**src/hw/sat_pkg.sv**
```systemverilog
package sat_pkg;
	// ------------------------------------------------------------
	// Register map (byte offsets on the plain register port)
	// ------------------------------------------------------------
	localparam logic [3:0] SAT_TX_DATA = 4'h0; // Transmit buffer, bit 8 is ninth bit
	localparam logic [3:0] SAT_RX_DATA = 4'h1; // Receive FIFO head, read pops
	localparam logic [3:0] SAT_TX_CTRL = 4'h2; // Transmit status and control
	localparam logic [3:0] SAT_RX_CTRL = 4'h3; // Receive status and control
	localparam logic [3:0] SAT_BAUD_CTRL = 4'h4; // Baud control
	localparam logic [3:0] SAT_BAUD_DIV = 4'h5; // Divider value, 16 bits
	// ------------------------------------------------------------
	// Field positions
	// ------------------------------------------------------------
	localparam int SAT_TXC_EN = 0; // Transmitter enable
	localparam int SAT_TXC_NINE = 1; // Nine-bit transmit
	localparam int SAT_TXC_BRK = 2; // Send break, self clearing
	localparam int SAT_TXC_SYNC = 3; // Synchronous mode
	localparam int SAT_TXC_HOST = 4; // Synchronous clock host
	localparam int SAT_TXC_EMPTY = 5; // Shift register empty, read only
	localparam int SAT_TXC_BUFE = 6; // Transmit buffer empty, read only
	localparam int SAT_RXC_PORT = 0; // Port enable
	localparam int SAT_RXC_EN = 1; // Receiver enable
	localparam int SAT_RXC_NINE = 2; // Nine-bit receive, not used; SAT_TXC_NINE sets both directions
	localparam int SAT_RXC_ADDR = 3; // Address detect enable
	localparam int SAT_RXC_OVR = 4; // Overrun, write one to clear
	localparam int SAT_RXC_FERR = 5; // Framing error of head entry
	localparam int SAT_RXC_AVAIL = 6; // Receive data available
	localparam int SAT_BDC_WIDE = 0; // Sixteen-bit divider
	localparam int SAT_BDC_POL = 1; // Polarity select
	localparam int SAT_BDC_AUTO = 2; // Auto baud, self clearing
	localparam int SAT_BDC_WAKE = 3; // Wake on break enable
	localparam int SAT_RXD_FERR = 9; // Framing bit beside read data
	// ------------------------------------------------------------
	// Timing constants
	// ------------------------------------------------------------
	localparam logic [15:0] SAT_DIV_RST = 16'h0000;
	localparam logic [3:0] SAT_OVS_LAST = 4'hf; // Sixteen ticks per bit
	localparam logic [3:0] SAT_OVS_MID = 4'h7; // Mid-bit sample tick
	localparam logic [3:0] SAT_BRK_BITS = 4'hd; // Thirteen space bit times
	localparam logic [3:0] SAT_NINE_BITS = 4'h9;
	localparam logic [3:0] SAT_EIGHT_BITS = 4'h8;
	localparam logic [2:0] SAT_AUTO_EDGES = 3'h5; // Falling edges of 0x55 calibration
	// Transmit states, Gray along idle-start-data-stop
	typedef enum logic [1:0] {
		SAT_TX_IDLE = 2'b00,
		SAT_TX_START = 2'b01,
		SAT_TX_DATA_S = 2'b11,
		SAT_TX_STOP = 2'b10
	} sat_tx_e;
	typedef enum logic [1:0] {
		SAT_RX_IDLE = 2'b00,
		SAT_RX_START = 2'b01,
		SAT_RX_DATA_S = 2'b11,
		SAT_RX_STOP = 2'b10
	} sat_rx_e;
endpackage

```
**src/hw/sat_rx_fifo.sv**
```systemverilog
// ------------------------------------------------------------
// Two-entry receive FIFO
// ------------------------------------------------------------
module sat_rx_fifo #(
	parameter int WIDTH = 10
) (
	input wire logic sys_clk,
	input wire logic reset,
	input wire logic push,
	input wire logic [WIDTH-1:0] push_data,
	input wire logic pop,
	output logic [WIDTH-1:0] head,
	output logic full,
	output logic avail
);
	typedef struct packed {
		logic [1:0][WIDTH-1:0] mem; // Entry 0 is head
		logic [1:0] cnt; // Fill level 0..2
	} sat_fifo_s;
	sat_fifo_s fifo_q, fifo_d;

	// Next state: pop shifts entry 1 down, push fills first free slot
	always_comb begin
		logic [1:0] level;
		level = 2'b00;
		fifo_d = fifo_q;
		level = fifo_q.cnt;
		if (pop && level != 2'b00) begin
			fifo_d.mem[0] = fifo_q.mem[1];
			level = level - 2'b01;
		end
		// Caller pushes when full only together with a pop
		if (push && level != 2'b10) begin
			fifo_d.mem[level[0]] = push_data;
			level = level + 2'b01;
		end
		fifo_d.cnt = level;
	end

	always_ff @(posedge sys_clk) begin
		if (reset) begin
			fifo_q <= '0;
		end else begin
			fifo_q <= fifo_d;
		end
	end

	assign head = fifo_q.mem[0];
	assign full = fifo_q.cnt == 2'b10;
	assign avail = fifo_q.cnt != 2'b00;
endmodule

```
**src/hw/sat_top.sv**
```systemverilog
module sat_top (
	input wire logic sys_clk,
	input wire logic reset,
	input wire logic [3:0] reg_addr,
	input wire logic [15:0] reg_wdata,
	input wire logic reg_wr,
	input wire logic reg_rd,
	output logic [15:0] reg_rdata,
	input wire logic rx_or_sync_data_pin_in,
	output logic rx_or_sync_data_pin_out,
	output logic rx_or_sync_data_pin_oe_n,
	input wire logic tx_or_clock_pin_in,
	output logic tx_or_clock_pin_out,
	output logic tx_or_clock_pin_oe_n,
	output logic configurable_logic_cell_tx,
	output logic wake_event
);
	// ------------------------------------------------------------
	// State record
	// ------------------------------------------------------------
	typedef struct packed {
		logic [15:0] rdata; // Read data, one cycle after strobe
		logic [8:0] tx_buf; // Holding buffer
		logic tx_full; // Holding buffer occupied
		logic [6:0] txc; // Transmit control bits
		logic [3:0] rxc; // Receive control bits
		logic ovr; // Sticky overrun
		logic [3:0] bdc; // Baud control bits
		logic [15:0] div; // Divider reload
		logic [15:0] bcnt; // Baud counter
		logic [3:0] tx_ovs; // Transmit tick within bit
		sat_pkg::sat_tx_e tx_st;
		logic [8:0] transmit_shift_register; // Transmit shift register
		logic [3:0] tx_bits; // Bits left
		logic tx_brk; // Current frame is a break
		logic tx_line; // Line level before polarity
		sat_pkg::sat_rx_e rx_st;
		logic [3:0] rx_ovs;
		logic [8:0] rsr; // Receive shift register
		logic [3:0] rx_bits;
		logic [15:0] acnt; // Auto baud cycle counter
		logic [2:0] aedg; // Auto baud edges seen
		logic rx_prev; // Previous line sample
		logic pin_out; // Registered pin outputs
		logic pin_oe_n;
		logic clk_out;
		logic clk_oe_n;
		logic cell_tx;
		logic wake;
		logic rx_low_run; // Line low at the previous cycle's sample
	} sat_s;
	sat_s s_q, s_d;

	logic [9:0] fifo_head;
	logic fifo_full;
	logic fifo_avail;
	logic fifo_push;
	logic fifo_pop;
	logic [9:0] fifo_wdata;

	// ------------------------------------------------------------
	// Receive buffer
	// ------------------------------------------------------------
	// two character FIFO
	sat_rx_fifo #(
		.WIDTH(10)
	) u_fifo (
		.sys_clk(sys_clk),
		.reset(reset),
		.push(fifo_push),
		.push_data(fifo_wdata),
		.pop(fifo_pop),
		.head(fifo_head),
		.full(fifo_full),
		.avail(fifo_avail)
	);

	// ------------------------------------------------------------
	// Next-state logic
	// ------------------------------------------------------------
	always_comb begin
		logic tick; // One sixteenth of a bit
		logic port_en;
		logic sync_md;
		logic rx_in;
		logic tx_load;
		logic [3:0] nbits;
		logic [8:0] rword;
		tick = 1'b0;
		port_en = 1'b0;
		sync_md = 1'b0;
		rx_in = 1'b1;
		tx_load = 1'b0;
		nbits = sat_pkg::SAT_EIGHT_BITS;
		rword = '0;
		s_d = s_q;
		fifo_push = 1'b0;
		fifo_pop = 1'b0;
		fifo_wdata = '0;
		s_d.rdata = '0;
		s_d.wake = 1'b0;
		port_en = s_q.rxc[sat_pkg::SAT_RXC_PORT];
		sync_md = s_q.txc[sat_pkg::SAT_TXC_SYNC];
		rx_in = rx_or_sync_data_pin_in;

		// divider eight or sixteen bits wide
		if (s_q.bcnt == 16'h0000) begin
			tick = 1'b1;
			s_d.bcnt = s_q.bdc[sat_pkg::SAT_BDC_WIDE] ? s_q.div : {8'h00, s_q.div[7:0]};
		end else begin
			s_d.bcnt = s_q.bcnt - 16'h0001;
		end

		// Register writes
		if (reg_wr) begin
			case (reg_addr)
				sat_pkg::SAT_TX_DATA: begin
					// A write while full is dropped; software polls the empty flag
					if (!s_q.tx_full) begin
						s_d.tx_buf = reg_wdata[8:0];
						s_d.tx_full = 1'b1;
					end
				end
				sat_pkg::SAT_TX_CTRL: begin
					s_d.txc[4:0] = reg_wdata[4:0];
				end
				sat_pkg::SAT_RX_CTRL: begin
					s_d.rxc = reg_wdata[3:0];
					if (reg_wdata[sat_pkg::SAT_RXC_OVR]) begin
						s_d.ovr = 1'b0;
					end
				end
				sat_pkg::SAT_BAUD_CTRL: begin
					s_d.bdc = reg_wdata[3:0];
					s_d.aedg = '0;
					s_d.acnt = '0;
				end
				sat_pkg::SAT_BAUD_DIV: begin
					s_d.div = reg_wdata;
				end
				default: begin
				end
			endcase
		end

		// Register reads, data appear next cycle
		if (reg_rd) begin
			case (reg_addr)
				sat_pkg::SAT_RX_DATA: begin
					s_d.rdata = {6'h00, fifo_head};
					fifo_pop = fifo_avail;
				end
				sat_pkg::SAT_TX_CTRL: begin
					s_d.rdata = {9'h000, s_q.txc};
				end
				sat_pkg::SAT_RX_CTRL: begin
					s_d.rdata = {9'h000, fifo_avail, fifo_head[sat_pkg::SAT_RXD_FERR],
						s_q.ovr, s_q.rxc};
				end
				sat_pkg::SAT_BAUD_CTRL: begin
					s_d.rdata = {12'h000, s_q.bdc};
				end
				sat_pkg::SAT_BAUD_DIV: begin
					s_d.rdata = s_q.div;
				end
				default: begin
					s_d.rdata = '0;
				end
			endcase
		end

		// character length shared by both paths
		// one format, one rate for both directions
		nbits = s_q.txc[sat_pkg::SAT_TXC_NINE] ? sat_pkg::SAT_NINE_BITS
			: sat_pkg::SAT_EIGHT_BITS;

		// ---------------- Transmitter ----------------
		case (s_q.tx_st)
			sat_pkg::SAT_TX_IDLE: begin
				s_d.tx_line = 1'b1;
				// load on the next tick when shift register empty
				// Waiting for a tick keeps the start bit a whole bit period
				if (s_q.txc[sat_pkg::SAT_TXC_EN] && port_en && tick
					&& (s_q.tx_full || s_q.txc[sat_pkg::SAT_TXC_BRK])) begin
					tx_load = 1'b1;
				end
			end
			sat_pkg::SAT_TX_START: begin
				s_d.tx_line = 1'b0;
				if (tick) begin
					s_d.tx_ovs = s_q.tx_ovs + 4'h1;
					// sixteen ticks make one bit period
					if (s_q.tx_ovs == sat_pkg::SAT_OVS_LAST) begin
						s_d.tx_st = sat_pkg::SAT_TX_DATA_S;
						s_d.tx_line = s_q.transmit_shift_register[0];
					end
				end
			end
			sat_pkg::SAT_TX_DATA_S: begin
				if (tick) begin
					s_d.tx_ovs = s_q.tx_ovs + 4'h1;
					if (s_q.tx_ovs == sat_pkg::SAT_OVS_LAST) begin
						s_d.transmit_shift_register = {1'b0, s_q.transmit_shift_register[8:1]};
						s_d.tx_bits = s_q.tx_bits - 4'h1;
						s_d.tx_line = s_q.transmit_shift_register[1];
						// stop bit follows the last data bit
						if (s_q.tx_bits == 4'h1) begin
							s_d.tx_st = sat_pkg::SAT_TX_STOP;
							s_d.tx_line = 1'b1;
						end
					end
				end
			end
			sat_pkg::SAT_TX_STOP: begin
				s_d.tx_line = 1'b1;
				if (tick) begin
					s_d.tx_ovs = s_q.tx_ovs + 4'h1;
					if (s_q.tx_ovs == sat_pkg::SAT_OVS_LAST) begin
						s_d.tx_st = sat_pkg::SAT_TX_IDLE;
						// pending character follows the stop bit
						if (s_q.tx_full && s_q.txc[sat_pkg::SAT_TXC_EN]) begin
							tx_load = 1'b1;
						end
					end
				end
			end
			default: begin
				s_d.tx_st = sat_pkg::SAT_TX_IDLE;
			end
		endcase

		if (tx_load) begin
			s_d.tx_st = sat_pkg::SAT_TX_START;
			s_d.tx_ovs = '0;
			s_d.tx_line = 1'b0;
			// break is start plus twelve space bits
			if (s_q.txc[sat_pkg::SAT_TXC_BRK]) begin
				s_d.transmit_shift_register = '0;
				s_d.tx_bits = sat_pkg::SAT_BRK_BITS - 4'h1;
				s_d.txc[sat_pkg::SAT_TXC_BRK] = 1'b0;
				s_d.tx_brk = 1'b1;
			end else begin
				// nine bits sent as given, no parity added
				s_d.transmit_shift_register = nbits == sat_pkg::SAT_NINE_BITS ? s_q.tx_buf
					: {1'b0, s_q.tx_buf[7:0]};
				s_d.tx_bits = nbits;
				s_d.tx_full = 1'b0;
				s_d.tx_brk = 1'b0;
			end
		end
		// A write landing with the load keeps the new character
		if (reg_wr && reg_addr == sat_pkg::SAT_TX_DATA && tx_load && !s_d.tx_brk) begin
			s_d.tx_buf = reg_wdata[8:0];
			s_d.tx_full = 1'b1;
		end

		s_d.txc[sat_pkg::SAT_TXC_EMPTY] = s_d.tx_st == sat_pkg::SAT_TX_IDLE;
		s_d.txc[sat_pkg::SAT_TXC_BUFE] = s_d.txc[sat_pkg::SAT_TXC_EN] && !s_d.tx_full;

		// ---------------- Receiver ----------------
		// line watched at sixteen ticks per bit
		if (s_q.rxc[sat_pkg::SAT_RXC_EN] && port_en && !sync_md) begin
			case (s_q.rx_st)
				sat_pkg::SAT_RX_IDLE: begin
					if (!rx_in && s_q.rx_prev) begin
						s_d.rx_st = sat_pkg::SAT_RX_START;
						s_d.rx_ovs = '0;
					end
				end
				sat_pkg::SAT_RX_START: begin
					if (tick) begin
						s_d.rx_ovs = s_q.rx_ovs + 4'h1;
						// false start rejected at mid bit
						if (s_q.rx_ovs == sat_pkg::SAT_OVS_MID) begin
							if (rx_in) begin
								s_d.rx_st = sat_pkg::SAT_RX_IDLE;
							end else begin
								s_d.rx_st = sat_pkg::SAT_RX_DATA_S;
								s_d.rx_ovs = '0;
								s_d.rx_bits = nbits;
								s_d.rsr = '0;
							end
						end
					end
				end
				sat_pkg::SAT_RX_DATA_S: begin
					if (tick) begin
						s_d.rx_ovs = s_q.rx_ovs + 4'h1;
						if (s_q.rx_ovs == sat_pkg::SAT_OVS_LAST) begin
							s_d.rsr = {rx_in, s_q.rsr[8:1]};
							s_d.rx_bits = s_q.rx_bits - 4'h1;
							if (s_q.rx_bits == 4'h1) begin
								s_d.rx_st = sat_pkg::SAT_RX_STOP;
							end
						end
					end
				end
				sat_pkg::SAT_RX_STOP: begin
					if (tick) begin
						s_d.rx_ovs = s_q.rx_ovs + 4'h1;
						if (s_q.rx_ovs == sat_pkg::SAT_OVS_LAST) begin
							s_d.rx_st = sat_pkg::SAT_RX_IDLE;
							rword = nbits == sat_pkg::SAT_NINE_BITS ? s_q.rsr
								: {1'b0, s_q.rsr[8:1]};
							// in nine-bit address mode keep only ninth-bit-set words
							if (!(s_q.rxc[sat_pkg::SAT_RXC_ADDR] && nbits
								== sat_pkg::SAT_NINE_BITS && !rword[8])) begin
								// overrun when both entries are taken
								if (fifo_full && !fifo_pop) begin
									s_d.ovr = 1'b1;
								end else begin
									fifo_push = 1'b1;
									// framing error when stop is space
									fifo_wdata = {!rx_in, rword};
								end
							end
						end
					end
				end
				default: begin
					s_d.rx_st = sat_pkg::SAT_RX_IDLE;
				end
			endcase
		end else begin
			s_d.rx_st = sat_pkg::SAT_RX_IDLE;
		end
		s_d.rx_prev = rx_in;

		// auto baud: cycles over eight bits of 0x55, divided by 128
		if (s_q.bdc[sat_pkg::SAT_BDC_AUTO]) begin
			if (s_q.aedg != 3'h0) begin
				s_d.acnt = s_q.acnt + 16'h0001;
			end
			if (!rx_in && s_q.rx_prev) begin
				s_d.aedg = s_q.aedg + 3'h1;
				// The first edge cycle counts, so eight bits give a whole count
				if (s_q.aedg == 3'h0) begin
					s_d.acnt = 16'h0001;
				end
				if (s_q.aedg == sat_pkg::SAT_AUTO_EDGES - 3'h1) begin
					s_d.div = {7'h00, s_q.acnt[15:7]} - 16'h0001;
					s_d.bdc[sat_pkg::SAT_BDC_AUTO] = 1'b0;
					s_d.aedg = '0;
				end
			end
		end

		// break wakes: line low over one whole frame time
		if (!rx_in && s_q.rx_st == sat_pkg::SAT_RX_STOP && tick
			&& s_q.rx_ovs == sat_pkg::SAT_OVS_LAST && s_q.rsr == 9'h000) begin
			s_d.wake = s_q.bdc[sat_pkg::SAT_BDC_WAKE];
		end
		s_d.rx_low_run = !rx_in;

		// transmit stream also feeds logic cell
		s_d.cell_tx = s_d.tx_line ^ s_q.bdc[sat_pkg::SAT_BDC_POL];
		// synchronous host drives clock, client releases it; clock input unused
		// direction set by mode, not software
		if (sync_md) begin
			s_d.pin_out = s_d.tx_line;
			s_d.pin_oe_n = s_d.tx_st == sat_pkg::SAT_TX_IDLE;
			s_d.clk_out = s_d.tx_ovs[3] ^ s_q.bdc[sat_pkg::SAT_BDC_POL];
			s_d.clk_oe_n = !(s_q.txc[sat_pkg::SAT_TXC_HOST] && port_en);
		end else begin
			s_d.pin_out = 1'b1;
			s_d.pin_oe_n = 1'b1;
			s_d.clk_out = s_d.cell_tx;
			s_d.clk_oe_n = !port_en;
		end
	end

	// ------------------------------------------------------------
	// State register
	// ------------------------------------------------------------
	always_ff @(posedge sys_clk) begin
		if (reset) begin
			s_q <= '0;
			s_q.tx_line <= 1'b1;
			s_q.rx_prev <= 1'b1;
			s_q.pin_out <= 1'b1;
			s_q.pin_oe_n <= 1'b1;
			s_q.clk_out <= 1'b1;
			s_q.clk_oe_n <= 1'b1;
			s_q.cell_tx <= 1'b1;
			s_q.div <= sat_pkg::SAT_DIV_RST;
			s_q.txc[sat_pkg::SAT_TXC_EMPTY] <= 1'b1;
		end else begin
			s_q <= s_d;
		end
	end

	assign reg_rdata = s_q.rdata;
	assign rx_or_sync_data_pin_out = s_q.pin_out;
	assign rx_or_sync_data_pin_oe_n = s_q.pin_oe_n;
	assign tx_or_clock_pin_out = s_q.clk_out;
	assign tx_or_clock_pin_oe_n = s_q.clk_oe_n;
	assign configurable_logic_cell_tx = s_q.cell_tx;
	assign wake_event = s_q.wake;
endmodule

```
**config.mk**
```make
export PLATFORM = sky130hd
export DESIGN_NAME = sat_top
export DESIGN_NICKNAME = d
export VERILOG_FILES = /design/src/hw/sat_pkg.sv /design/src/hw/sat_rx_fifo.sv /design/src/hw/sat_top.sv
export SDC_FILE = /design/constraint.sdc
export NUM_CORES = 1
export LEC_CHECK = 0
export ABC_AREA = 1
export BUFFER_PORTS_ARGS = -buffer_cell sky130_fd_sc_hd__buf_2
export CAP_MARGIN = 20
export CORE_ASPECT_RATIO = 2
export CORE_MARGIN = 2
export CORE_UTILIZATION = 50
export DETAILED_ROUTE_END_ITERATION = 10
export GPL_ROUTABILITY_DRIVEN = 0
export PLACE_DENSITY = 0.73
export SLEW_MARGIN = 30
export SYNTH_ARGS = -nofsm -noshare
export SYNTH_HDL_FRONTEND = slang
export SYNTH_SLANG_ARGS = --single-unit
```
**constraint.sdc**
```tcl
create_clock -name sys_clk -period 6.4 [get_ports sys_clk]
set_clock_uncertainty 0.05 [all_clocks]
set_input_delay 0.32 -clock sys_clk [delete_from_list [all_inputs] [get_ports sys_clk]]
set_output_delay 0.32 -clock sys_clk [all_outputs]
set_load 0.01 [all_outputs]
```
* Yosys cells after proc, flatten, opt, wreduce, memory -nomap -nowiden
Cells that the tools add are included.
** Storage, ports and cells
- Logic and storage cells :: 244
- Register bits :: 162
- Output and inout port bits :: 22
** Operators by class
- Bitwise logic cells :: 6
- Magnitude comparators :: 2
- Muxes and demuxes :: 97
- Add/sub/neg operators :: 10
- Reductions and logical operators :: 62
- Equal/unequal tests :: 33
** Operators by type and width (count)
- 19-bit 2-to-1 mux :: 8
- 10-bit 2-to-1 mux :: 13
- 16-bit 2-to-1 mux :: 8
- 16-bit case mux with 5 select lines :: 1
- 1-bit 2-to-1 mux :: 33
- 28-bit 2-to-1 mux :: 1
- 13-bit 2-to-1 mux :: 2
- 13-bit case mux with 2 select lines :: 1
- 6-bit 2-to-1 mux :: 4
- 2-bit inequality test (second input constant) :: 12
- 6-bit case mux with 4 select lines :: 1
- 1-bit logical AND :: 22
- 21-bit 2-to-1 mux :: 1
- 20-bit bitwise mux :: 1
- 2-bit 2-to-1 mux :: 10
- 9-bit 2-to-1 mux :: 2
- 6-bit case mux with 3 select lines :: 1
- 17-bit 2-to-1 mux :: 1
- 16-bit by 1-bit adder with 16-bit output (second input constant) :: 1
- 16-bit logical NOT :: 1
- 16-bit by 1-bit subtractor with 16-bit output (second input constant) :: 1
- 15-bit 2-to-1 mux :: 1
- 14-bit 2-to-1 mux :: 1
- 2-bit nonzero test :: 7
- 38 further kinds :: 76

* Longest topological paths before layout
- Depth after elaboration :: 13
- Mapped depth :: 13
- Depth with buffers taken out :: 13

* Modules after synthesis
Synthesis repeated with hierarchy kept, for this count alone.
** Second synthesis, totals
- Cells, all modules :: 1148
- Area total of the unflattened synthesis :: 8057.7 µm²
** Modules (own cells, without submodules)
- sat_top :: sequential area each 2782.7 µm², instances 1, cells an instance 951, area each 6846.6 µm²
- sat_rx_fifo :: sequential area each 440.4 µm², instances 1, cells an instance 197, area each 1211.2 µm²

* Worst setup path after synthesis
Ideal clock, no wire load.
- Path kind :: reg2reg
- Start point :: register u_fifo.fifo_q[0] (netlist bit)
- End point :: register u_fifo.fifo_q (netlist bit u_fifo.head[9])
- Setup time :: 0.115 ns
- Stages on the path, launching flop included :: 13
- Slack :: 4.307 ns
- Data required time :: 6.235 ns
- Arrival time :: 1.928 ns
- Cell sequence :: dfxtp_1 -> inv_1 -> ha_1 -> inv_1 -> nand4_4 -> xor2_4 -> inv_1 -> ha_1 -> inv_1 -> nand3_2 -> nor2_4 -> a21oi_1 -> o21a_1
** Between the ends
- Word-level cells in the longest chain between the ends :: 13
** RTL lines
- start: declaration :: RTL line sat_rx_fifo.sv:20 : sat_fifo_s fifo_q, fifo_d;
- start signal: assignment :: RTL line sat_rx_fifo.sv:44 : fifo_q <= fifo_d;
- 2-bit nonzero test :: RTL line sat_rx_fifo.sv:28, sat_rx_fifo.sv:50
- 1-bit 2-to-1 mux :: RTL line sat_top.sv:148 : case (reg_addr)
- 1-bit 2-to-1 mux :: RTL line sat_top.sv:147 : if (reg_rd) begin
- 1-bit logical NOT :: RTL line sat_top.sv:309 : if (fifo_full && !fifo_pop) begin
- 1-bit logical AND :: RTL line sat_top.sv:309
- 10-bit 2-to-1 mux or 1-bit 2-to-1 mux (tied branches) :: RTL line sat_top.sv:309
- 10-bit 2-to-1 mux or 1-bit 2-to-1 mux (tied branches) :: RTL line sat_top.sv:306 : if (!(s_q.rxc[sat_pkg::SAT_RXC_ADDR] && nbits
- 10-bit 2-to-1 mux or 1-bit 2-to-1 mux (tied branches) :: RTL line sat_top.sv:301 : if (s_q.rx_ovs == sat_pkg::SAT_OVS_LAST) begin
- 10-bit 2-to-1 mux or 1-bit 2-to-1 mux (tied branches) :: RTL line sat_top.sv:299 : if (tick) begin
- 10-bit 2-to-1 mux or 1-bit 2-to-1 mux (tied branches) :: RTL line sat_top.sv:263 : case (s_q.rx_st)
- 10-bit 2-to-1 mux or 1-bit 2-to-1 mux (tied branches) :: RTL line sat_top.sv:262 : if (s_q.rxc[sat_pkg::SAT_RXC_EN] && port_en && !sync_md) begin
- 20-bit bitwise mux or 1-bit logical AND (tied branches) :: RTL line sat_rx_fifo.sv:34, sat_rx_fifo.sv:33
- 10-bit 2-to-1 mux * :: RTL line sat_rx_fifo.sv:33 : if (push && level != 2'b10) begin
Mark *: on every way between the ends. The rest lies on a longest branch, timed or not.
A chain may end at the register's enable or synchronous reset.

==> results.sh <==
export IMPL_status="complete, but fails checks"
export IMPL_failed_checks="DRC"
export IMPL_drt_iter0_drc=376
export IMPL_initial_core_util=0.5075
export IMPL_synthAdderAreaFrac=0.02431
export IMPL_setup_tns_ns=0
export IMPL_powerDensity_nw_per_um2=306.7
export IMPL_synth_xor_area_share=0.02171
export IMPL_n_fill_cell=1477
export IMPL_slew_headroom=0.3479
export IMPL_worstPathRequired_ns=6.64
export IMPL_drtPass1Iterations=10
export IMPL_fin_cells=1291
export IMPL_post_cts_resized=0
export IMPL_synth_area_top_cells="dfxtp_1 (42%), nand2_1 (8.9%), o21ai_0 (7.8%)"
export IMPL_antenna_found_initial=0
export IMPL_path_clk_slew_ns=0.06
export IMPL_cts_setup_buffers=0
export IMPL_yosysUniqueCellTypes=51
export IMPL_clk_latency_ns=0.43
export IMPL_synth_edff_count=0
export IMPL_critPathKind="input pin to flop"
export IMPL_ys_seq_elements=161
export IMPL_min_period_ns=2.901
export IMPL_drive_gt1_frac=0.1116
export IMPL_row_count=64
export IMPL_die_h_um=179.7
export IMPL_muxShareOfSynthArea=0
export IMPL_syn_nets=1099
export IMPL_core_area_um2=15210
export IMPL_hold_violations=0
export IMPL_worst_path_largest_cell_delay_ns=1.03
export IMPL_clock_fmax_ghz=0.3447
export IMPL_ff_latch_area_um2=3223
export IMPL_drv_slew=0
export IMPL_peakVddDrop_mv=0.1825
export IMPL_hold_path_class="input pin to flop"
export IMPL_synth_compound_area_frac=0.2123
export IMPL_start_kind="input pin"
export IMPL_end_kind="flop"
export IMPL_htreeDepth=4
export IMPL_multi_input_area_um2=3757
export IMPL_io_buffers=46
export IMPL_die_w_um=91.87
export IMPL_n_antenna_cell=0
export IMPL_cts_tree="built"
export IMPL_clkSinkCount=161
export IMPL_setup_viol=0
export IMPL_grt_pass1_wl_um=32950
export IMPL_ios=48
export IMPL_path_cells="buf_2, clkinv_1, nand2_1, inv_1, o21ai_0, a211oi_1"
export IMPL_grtUsageTotal=0.2520
export IMPL_synthSimpleGateAreaFrac=0.2283
export IMPL_rsz0062_at_grt="no"
export IMPL_cts_max_path_buffers=2
export IMPL_cts_buffers=17
export IMPL_yosysTopAreaCell="dfxtp_1"
export IMPL_netlist_instances=1058
export IMPL_die_area_um2=16510
export IMPL_slowest_stage="clkinv_1"
export IMPL_seq_area_frac_synth=0.4174
export IMPL_synth_top_family_by_area="simple AND/OR/NAND/NOR gates"
export IMPL_dp_cells=1259
export IMPL_cts_root_buf="clkbuf_16"
export IMPL_postSynth_asyncResetShare=0
export IMPL_leakagePower_nw=3.356
export IMPL_synth_top_area_frac=0.4174
export IMPL_drc=1
export IMPL_worst_pin_slew_ns=0.9722
export IMPL_wl_um=20270
export IMPL_mostFrequentLayoutCells="nand2_1 (184), dfxtp_1 (161), o21ai_0 (121)"
export IMPL_final_net_count=1121
export IMPL_synth_warnings=0
export IMPL_arrival_ns=3.14
export IMPL_min_period_over_period=0.4533
export IMPL_syn2layout_area_growth_pct=10.99
export IMPL_synthFlopType="dfxtp_1"
export IMPL_netlist_area_um2=7721
export IMPL_cts_hold_buf=0
export IMPL_path_buf_inv=3
export IMPL_synth_area_per_cell_um2=7.298
export IMPL_ant_nets=0
export IMPL_grt_ovfl_total=0
export IMPL_vias=7126
export IMPL_grt_max_degree=45
export IMPL_cap_violations=0
export IMPL_layout_commonest_cell="nand2_1"
export IMPL_crit_family="buffers and inverters"
export IMPL_wire_per_inst_um=15.70
export IMPL_hpwlAfterDp_um=15070
export IMPL_crit_fanout=35
export IMPL_avgViaCountPerCell=5.520
export IMPL_grt_pass1_vias=6786
[logic make-up (layout without fill, tap and decap cells)]
family                   Yosys count  count (layout)
AND/OR/NAND/NOR                  397             397
AO/OA/AOI/OAI                    294             294
buffers and inverters            174             209
flip-flops                       161             161
XOR/XNOR                          17              17
adder cells (fa/ha/maj)           15              15
[where the power goes]
group | switching, mW | total [mW] | internal [mW] | leakage (nW)
registers | 0.0498 | 1.10 | 1.05 | 1.30
clock network | 0.427 | 1.04 | 0.617 | 0.282
logic | 0.319 | 0.479 | 0.160 | 1.77
[final cells by class]
cell class	count	area share
clock buffers	17	0.04964
clock inverters	15	0.02161
inverters	129	0.05665
multi-input cells	723	0.4385
flip-flops and latches	161	0.3761
well taps	198	0.02891
repair buffers	48	0.02862
[path summary, 6_finish.rpt]
| kind | endpoint | startpoint | cells after the start | slack, ns |
|---|---|---|---|---|
| max | s_q[25] | reset | 6 | 3.50 |
| min reg2reg | u_fifo.fifo_q[15] | u_fifo.fifo_q[15] | 2 | 0.40 |
| max reg2reg | u_fifo.head[1] | u_fifo.fifo_q[0] | 12 | 3.74 |
| min | s_q[95] | reg_wdata[12] | 3 | 0.09 |
[stage by stage]
step,power (mW),setup slack [ns],area [µm²],utilization,hold WS (ns)
after floorplan,1.487,4.307,7721,-,0.3744
after global placement,1.595,3.176,7959,0.5231,0.3873
after detailed placement,1.600,3.118,7959,0.5231,0.3895
after CTS,2.642,3.601,8569,0.5632,0.08700
after global routing,2.750,3.384,8569,0.5632,0.1126
final,2.628,3.499,8569,0.5632,0.09184
[flip-flops by register name (all words and copies together) (netlist names)]
name	cells
s_q	117
reg_rdata	16
u_fifo.fifo_q	12
u_fifo.head	10
configurable_logic_cell_tx	1
rx_or_sync_data_pin_oe_n	1
rx_or_sync_data_pin_out	1
tx_or_clock_pin_oe_n	1
tx_or_clock_pin_out	1
wake_event	1
[synth_stat cells, types with 8 or more instances]
master	count
nor3_1	19
ha_1	15
nand3_1	36
a21oi_1	109
clkbuf_1	16
nand2_1	184
nand4_1	13
inv_1	119
nor2_2	11
dfxtp_1	161
xor2_1	12
o21ai_0	121
nor2_1	102
buf_4	17
nand2_2	8
o211ai_1	8
a211oi_1	22
[layer usage]
metal | part of all wire | track usage
met3 | 0.032 | 0.04443
met2 | 0.57 | 0.4903
met5 | 0 | 0
met4 | 0.046 | 0.1278
met1 | 0.36 | 0.2452
[worst reg2reg max path, stage by stage, from the launching register on]
cell	delay (ns)
dfxtp_1	0.31
inv_1	0.11
ha_1	0.23
inv_1	0.14
nand4_4	0.36
xor2_4	0.32
inv_1	0.15
ha_1	0.25
inv_1	0.07
nand3_2	0.11
nor2_4	0.22
o21ai_0	0.14
a21oi_1	0.14
Power figures use the tool's default switching activity.
